**config.mk**
```make
export PLATFORM = sky130hd
export DESIGN_NAME = rgam_region_attribute_match
export DESIGN_NICKNAME = d
export VERILOG_FILES = /design/src/rtl/rgam_pkg.sv /design/src/rtl/rgam_region_attribute_match.sv
export VERILOG_INCLUDE_DIRS = /design/src /design/src/rtl
export SDC_FILE = /design/constraint.sdc
export NUM_CORES = 1
export LEC_CHECK = 0
export ABC_AREA = 1
export ABC_CLOCK_PERIOD_IN_PS = 5700
export BUFFER_PORTS_ARGS = -buffer_cell sky130_fd_sc_hd__clkbuf_2
export CORE_ASPECT_RATIO = 0.8
export CORE_MARGIN = 2
export CORE_UTILIZATION = 53
export CTS_BUF_LIST = sky130_fd_sc_hd__clkbuf_8
export DETAILED_ROUTE_END_ITERATION = 8
export PLACE_DENSITY = 0.85
export SLEW_MARGIN = 15
export SYNTH_ARGS = -nofsm -noshare
export SYNTH_HDL_FRONTEND = slang
export SYNTH_SLANG_ARGS = --single-unit
```
**constraint.sdc**
```tcl
create_clock -name clock -period 5.7 [get_ports clock]
set_input_delay 1.14 -clock clock [delete_from_list [all_inputs] [get_ports clock]]
set_output_delay 1.14 -clock clock [all_outputs]
set_load 0.02 [all_outputs]
```
**src/rtl/rgam_consts.svh**
```systemverilog
// Constants for the region attribute match block.
// Assumes inclusion by bare name from the package and the top module.
// Function
// - Two independent region attribute registers provided
// - Base match bits 31-24 compared with address
// - Set mask bits exclude matching base bits
// - Enable bit 15 gates all region fields
// - Privilege field selects user, supervisor, or all
// - Skip region check for on-chip SRAM/ROM
// - Unclaimed references take cache control defaults
// - Supervisor-only access via selectors 004/005/002
// - Debug mode may read and write regions
// - Line fetch field sizes cache bus requests
`ifndef RGAM_CONSTS_SVH
`define RGAM_CONSTS_SVH

// ----------------------------------------------------------------
// Control register selectors
// ----------------------------------------------------------------
`define RGAM_SEL_CACHE_CONTROL 12'h002
`define RGAM_SEL_REGION_0 12'h004
`define RGAM_SEL_REGION_1 12'h005

// ----------------------------------------------------------------
// Region register field positions
// ----------------------------------------------------------------
`define RGAM_BASE_HI 31
`define RGAM_BASE_LO 24
`define RGAM_MASK_HI 23
`define RGAM_MASK_LO 16
`define RGAM_EN_BIT 15
`define RGAM_PRIV_HI 14
`define RGAM_PRIV_LO 13
`define RGAM_RSVD_HI 12
`define RGAM_RSVD_LO 7

// ----------------------------------------------------------------
// Cache control field positions and reset values
// ----------------------------------------------------------------
`define RGAM_LNF_HI 1
`define RGAM_LNF_LO 0
`define RGAM_REGION_RESET 32'h0000_0000
`define RGAM_CACHE_RESET 32'h0000_0000

`endif

```
**src/rtl/rgam_pkg.sv**
```systemverilog
// Types for the region attribute match block.
// Assumes the constants header sits beside it on the include path.
`include "rgam_consts.svh"

package rgam_pkg;

    // ------------------------------------------------------------
    // Memory reference from the core
    // ------------------------------------------------------------
    typedef struct packed {
        logic valid;        // Reference present this cycle
        logic [31:0] addr;  // Byte address
        logic supervisor;   // Core privilege mode
        logic onchip;       // Targets on-chip SRAM or ROM
    } rgam_ref_t;

    // ------------------------------------------------------------
    // Resolved attributes for the reference
    // ------------------------------------------------------------
    typedef enum logic [1:0] {
        RGAM_SRC_ONCHIP,
        RGAM_SRC_DEFAULT,
        RGAM_SRC_REGION0,
        RGAM_SRC_REGION1
    } rgam_src_t;

    typedef struct packed {
        logic valid;          // Result valid
        rgam_src_t src;       // Which register supplied attributes
        logic [31:0] attr;    // Attribute word from that register
        logic line_request;   // 1: line fill, 0: single longword
    } rgam_result_t;

    // ------------------------------------------------------------
    // Control register move access
    // ------------------------------------------------------------
    typedef struct packed {
        logic read;          // Read strobe
        logic write;         // Write strobe
        logic [11:0] sel;    // Control selector
        logic [31:0] wdata;  // Write data
        logic supervisor;    // Issued at supervisor level
        logic debug;         // Issued from background debug mode
    } rgam_ctl_t;

    // ------------------------------------------------------------
    // Whole module state
    // ------------------------------------------------------------
    typedef struct packed {
        logic [31:0] cache_control;
        logic [31:0] region_0;
        logic [31:0] region_1;
        logic [31:0] rdata;
        logic ack;
        logic err;
        rgam_result_t res;
    } rgam_state_t;

endpackage

```
**src/rtl/rgam_region_attribute_match.sv**
```systemverilog
// Region attribute match: holds the two region registers and cache
// control, resolves attributes per reference, and sizes line fetches.
// Assumes the core and bus controller share this clock; inputs are
// synchronous to it.
`timescale 1ns/10ps
`include "rgam_consts.svh"

module rgam_region_attribute_match (
    input wire logic clock,
    input wire logic rstn,
    input wire rgam_pkg::rgam_ref_t ref_in,
    input wire rgam_pkg::rgam_ctl_t ctl_in,
    output rgam_pkg::rgam_result_t result,
    output logic [31:0] ctl_rdata,
    output logic ctl_ack,
    output logic ctl_err,
    output logic [31:0] cache_control,
    output logic [31:0] region_attributes_0,
    output logic [31:0] region_attributes_1
);

    // ------------------------------------------------------------
    // Reset synchroniser
    // ------------------------------------------------------------
    logic rst_meta_reg; // First stage, read only by second
    logic rst_sync_reg; // Released reset used by all logic

    // Async assert, clocked release
    always_ff @(posedge clock or negedge rstn) begin
        if (!rstn) begin
            rst_meta_reg <= 1'b0;
            rst_sync_reg <= 1'b0;
        end else begin
            rst_meta_reg <= 1'b1;
            rst_sync_reg <= rst_meta_reg;
        end
    end

    // ------------------------------------------------------------
    // Helpers
    // ------------------------------------------------------------
    // Region hit test, shared by both registers
    function automatic logic region_hit(
        input logic [31:0] region,
        input logic [31:0] addr,
        input logic sup
    );
        logic [7:0] diff;
        logic priv_ok;
        begin
            // Masked bits drop out of the compare
            diff = (region[`RGAM_BASE_HI:`RGAM_BASE_LO]
                    ^ addr[31:24])
                   & ~region[`RGAM_MASK_HI:`RGAM_MASK_LO];
            // 1x matches all, else mode must agree
            priv_ok = region[`RGAM_PRIV_HI]
                      || (region[`RGAM_PRIV_LO] == sup);
            // Disabled region never claims anything
            region_hit = region[`RGAM_EN_BIT]
                         && priv_ok && (diff == 8'h00);
        end
    endfunction

    // Line versus longword from fetch code and offset
    function automatic logic line_size(
        input logic [1:0] code,
        input logic [1:0] offs
    );
        begin
            unique case (code)
                2'h0: line_size = (offs != 2'h3);
                2'h1: line_size = !offs[1];
                default: line_size = 1'b1;
            endcase
        end
    endfunction

    // ------------------------------------------------------------
    // State
    // ------------------------------------------------------------
    rgam_pkg::rgam_state_t state_reg; // All registered state
    rgam_pkg::rgam_state_t state_next; // Next value

    logic hit0; // Region 0 claims the reference
    logic hit1; // Region 1 claims the reference
    logic ctl_allowed; // Supervisor or debug access
    logic sel_known; // Selector decodes to a register here

    // ------------------------------------------------------------
    // Next-state logic
    // ------------------------------------------------------------
    always_comb begin
        state_next = state_reg;
        // Two independent copies of the compare
        hit0 = region_hit(state_reg.region_0, ref_in.addr,
                          ref_in.supervisor);
        hit1 = region_hit(state_reg.region_1, ref_in.addr,
                          ref_in.supervisor);

        // Reference resolution, one cycle latency
        state_next.res.valid = ref_in.valid;
        state_next.res.line_request = line_size(
            state_reg.cache_control[`RGAM_LNF_HI:`RGAM_LNF_LO],
            ref_in.addr[3:2]);
        if (ref_in.onchip) begin
            // On-chip targets bypass region lookup
            state_next.res.src = rgam_pkg::RGAM_SRC_ONCHIP;
            state_next.res.attr = state_reg.cache_control;
        end else if (hit0) begin
            // Region 0 has priority on overlap
            state_next.res.src = rgam_pkg::RGAM_SRC_REGION0;
            state_next.res.attr = state_reg.region_0;
        end else if (hit1) begin
            state_next.res.src = rgam_pkg::RGAM_SRC_REGION1;
            state_next.res.attr = state_reg.region_1;
        end else begin
            // Nobody claims it: cache control defaults
            state_next.res.src = rgam_pkg::RGAM_SRC_DEFAULT;
            state_next.res.attr = state_reg.cache_control;
        end

        // Control register move access
        ctl_allowed = ctl_in.supervisor || ctl_in.debug;
        sel_known = (ctl_in.sel == `RGAM_SEL_CACHE_CONTROL)
                    || (ctl_in.sel == `RGAM_SEL_REGION_0)
                    || (ctl_in.sel == `RGAM_SEL_REGION_1);
        state_next.ack = 1'b0;
        state_next.err = 1'b0;
        state_next.rdata = 32'h0000_0000;
        if (ctl_in.read || ctl_in.write) begin
            if (ctl_allowed && sel_known) begin
                state_next.ack = 1'b1;
            end else begin
                // User level or unknown selector: no effect
                state_next.err = 1'b1;
            end
        end
        if (ctl_in.write && ctl_allowed) begin
            // Reserved bits stored as written; software keeps them 0
            if (ctl_in.sel == `RGAM_SEL_CACHE_CONTROL) begin
                state_next.cache_control = ctl_in.wdata;
            end
            if (ctl_in.sel == `RGAM_SEL_REGION_0) begin
                state_next.region_0 = ctl_in.wdata;
            end
            if (ctl_in.sel == `RGAM_SEL_REGION_1) begin
                state_next.region_1 = ctl_in.wdata;
            end
        end else if (ctl_in.read && ctl_allowed) begin
            // Read returns current contents; a write strobe in the same cycle wins and rdata stays 0
            if (ctl_in.sel == `RGAM_SEL_CACHE_CONTROL) begin
                state_next.rdata = state_reg.cache_control;
            end
            if (ctl_in.sel == `RGAM_SEL_REGION_0) begin
                state_next.rdata = state_reg.region_0;
            end
            if (ctl_in.sel == `RGAM_SEL_REGION_1) begin
                state_next.rdata = state_reg.region_1;
            end
        end
    end

    // ------------------------------------------------------------
    // State register
    // ------------------------------------------------------------
    always_ff @(posedge clock or negedge rst_sync_reg) begin
        if (!rst_sync_reg) begin
            state_reg.cache_control <= `RGAM_CACHE_RESET;
            state_reg.region_0 <= `RGAM_REGION_RESET;
            state_reg.region_1 <= `RGAM_REGION_RESET;
            state_reg.rdata <= 32'h0000_0000;
            state_reg.ack <= 1'b0;
            state_reg.err <= 1'b0;
            state_reg.res <= '0;
        end else begin
            state_reg <= state_next;
        end
    end

    // ------------------------------------------------------------
    // Outputs
    // ------------------------------------------------------------
    assign result = state_reg.res;
    assign ctl_rdata = state_reg.rdata;
    assign ctl_ack = state_reg.ack;
    assign ctl_err = state_reg.err;
    assign cache_control = state_reg.cache_control;
    assign region_attributes_0 = state_reg.region_0;
    assign region_attributes_1 = state_reg.region_1;

endmodule

```
==> results.txt <==
The final max-slew violation count came out at 0. Yosys attributes the largest share of cell area to dfrtp_1 (53%), nand2_1 (19%), o21ai_1 (4.4%), inv_1 (4.3%), o21ai_0 (3.9%). The run finished with clean final reports. In this run the most critical hold path is launched from rst_meta_reg. The hold-fix buffer count after cts came out at 0. The area fraction of the dominant cell type after synthesis came out at 52.6%. The synthesized netlist devotes 11.5% of its cell area to compound gates. The sequential area share after synthesis is 52.6%.

The post-detailed-placement half-perimeter wirelength is 16.1 mm. The setup violation total in the final timing report is 0. After routing the design area is 9600 um2. The height of the chip is 114 um.

The number of different library cells in the post-synthesis netlist came out at 29. In this run the critical register-to-register path is launched from region_attributes_1[25]. The post-synthesis simple-gate area fraction is about 28%. The total power is 2.20 mW.

The chip width is 141 um. The utilization after layout is 64.6%. The worst setup path is launched from an input port.

The first global-routing pass estimated between 30 and 40 mm of wire. The leakage power came out at approximately 5.3 nW. For this design, the slowest cell found on the critical path is nand3_2.

Summed over all layers, the global routing overflow is 0. The flip-flop count of the largest register, all copies and words added is 36. The routed design has roughly 26 mm of wire.

Counting flops and latches in the post-synthesis netlist gives 168. The biggest area contributor in the post-synthesis netlist is dfrtp_1. The number of antenna diodes in the final layout is 0. The number of global-route vias before repair is ~7400. The share of the synthesized netlist area taken by xor and xnor gates came out at 0%. The die area is 16100 um2.

Setup repair after global routing left no endpoint under its margin. The total core area is 14900 um2. The delay of the slowest cell on the worst path came out at 0.97 ns. The slew of the pin with the lowest slew margin is 0.971 ns. Yosys printed 0 warnings. The max-cap violation count came out at 0. The maximum clock path buffer count came out at 2. The worst setup path is captured at a flop. TritonCTS built the clock tree. The instance area after placement came out at approximately 9200 um2.

At the worst endpoint, the required time is 6.06 ns. Counting both buffers and inverters, the worst setup path holds a total of 1. The post-route non-filler standard cell count is between 1000 and 1500. The number of antenna violations at the first check in global routing is 0. The detailed-route vias per instance is around 5.7. The residual DRC count came out at 0. The synthesis-to-finish area growth is 20.2%. Of the post-synthesis cell area, the part taken by muxes is 0%. The number of violations reported at the end of detailed-routing iteration 0 came out at about 850.

The number of clock buffers added by TritonCTS is 17. The max-slew headroom at the worst pin is 35.1%. The arrival time of the worst setup path came out at 3.85 ns. The routability-driven placement congestion ratio came out at 0.894.

The signal on the critical path passes through clkbuf_2 > or2_1 > nand2_1 > nand2_1 > nor2_4 > nand3_2 > nand2_1 > nand2_1 > nand2_1 > nand2_1. The min-delay analysis places its worst path in the category flop to flop. The achievable clock frequency came out at ~290 MHz.

The total of buffers placed on input and output ports came out at 228. The post-placement worst setup slack is 1.91 ns. For this block, the via count after detailed routing is 8040. By area, the combinational part of the netlist is dominated by simple AND/OR/NAND/NOR gates. In the layout the commonest cells are nand2_1 (405), clkbuf_2 (228), dfrtp_1 (167). Dividing total power by cell area gives a power density of 229 nW/um2.

The root buffer cell chosen for the clock tree is clkbuf_8. The final setup skew came out at around 0.0098 ns. For this design the top-level I/O count stands at 251. The library cell used most frequently in the layout, excluding fill and tap cells, is nand2_1. The cell seen most often among critical-path stages is nand2_1. The post-cts resize count is 0. The setup path with the least slack is of type input port to flop. The post-route clock period utilization is 61.2%. The post-CTS repair timing setup buffer count is 0. CTS saw 168 sinks. The initial utilization of the core area, before any placement, comes to 53.7%.

The instance count of the mapped netlist came out at 1019. The number of optimization iterations in the first detailed-route pass is 5. The hold-critical path depth is 0. On the critical path the largest part of the delay comes from simple AND/OR/NAND/NOR gates.

The H-tree generated during clock tree synthesis spans 4 levels. After clock tree synthesis, the clock-pin slew on the worst setup and hold paths is 0.09 ns. The detail route stage leaves a number of antenna-violating nets equal to 0. In the final layout, the share of cells above drive strength 1 is between 20% and 30%. Along the worst path, the maximum fanout reaches 33.

The count of final hold-check violations is 0. The clock network latency to the later pin of the worst-skew pair came out at 0.47 ns. The smallest setup slack after layout is about 2.2 ns. The net count after synthesis came out at 1104. The cell depth of the worst flop-to-flop path is 9.

The endpoint of the worst register-to-register path is result[10]. The setup TNS after final layout is 0 ns. For this run, the total global-route usage over all layers was measured as 32.2%.

The path with the worst hold slack has its endpoint at rst_sync_reg. For flop-to-flop paths, the worst setup slack is 2.44 ns. Summing every instance area after synthesis gives 7990 um2. At the end of the flow, the number of nets in the layout was 1304. The pin count of the biggest net entering global routing came out at 102. The per-cell routed wire length is 18.0 um. The worst hold-check slack is 0.373 ns. A synthesized cell averages 7.84 um2. The synthesized-area fraction occupied by adder cells is 0%.

The time the worst path needs with I/O delays and setup came out at 3.49 ns. IR analysis of the VDD net gives a maximum drop of 141 uV. The post-placement cell count is between 1000 and 1500. The standard-cell row count came out at 40.
==> area by class of cell <==
cell class / count / area [um2]
Inverter: 92 / 345
Timing Repair Buffer: 240 / 1240
Clock inverter: 14 / 148
Clock buffer: 18 / 248
Sequential cell: 168 / 4210
Tap cell: 189 / 236
Multi-Input combinational cell: 700 / 3170
Fill cell: 1266 / 5270
==> worst max path at each step <==
stage / start / to / slack (ns) / cells after the start
after floorplan: rst_sync_reg / cache_control[0] / 0.67 / 0
after detailed placement: ref_in[27] / result[17] / 1.91 / 10
after global placement: ref_in[27] / result[19] / 1.95 / 10
final: ref_in[27] / result[10] / 2.21 / 10
after CTS: ref_in[27] / result[10] / 2.33 / 10
after global routing: ref_in[27] / result[17] / 2.16 / 10
==> synth_stat cells (all sizes together) <==
cell and instances:
a21o 1, a21oi 20, buf 34, clkbuf 25, conb 1, dfrtp 168
inv 92, nand2 407, nand3 62, nand3b 3, nand4 31, nor2 17
nor3 2, nor3b 1, nor4 1, o211ai 18, o21a 1, o21ai 133
or2 2
==> routing by layer <==
layer | GRT usage [%] | routed length, um
met1 | 45.4 | 10700
met2 | 48.1 | 11300
met3 | 8.23 | 2820
met4 | 12.5 | 709
met5 | 0 | 0
==> cells by family after synthesis <==
family                 count (synthesis)
AO/OA/AOI/OAI                        173
buffers and inverters                151
flip-flops                           168
other                                  1
AND/OR/NAND/NOR                      526
==> where the power goes <==
group / switching (mW) / total, mW / internal (mW)
combinational: 0.0922 / 0.127 / 0.0347
sequential: 0.0132 / 1.21 / 1.20
clock: 0.458 / 0.863 / 0.405
total: 0.563 / 2.20 / 1.64
==> worst register-to-register path, cell delays in order, from the launching register on <==
cell and delay [ns]:
dfrtp_1 0.50, or2_1 0.28, nand2_1 0.07, nand2_1 0.08
nor2_4 0.76, nand3_2 0.97, nand2_1 0.32, nand2_1 0.08
nand2_1 0.06, nand2_1 0.05
Note: power is estimated with default switching activity, not from simulation.
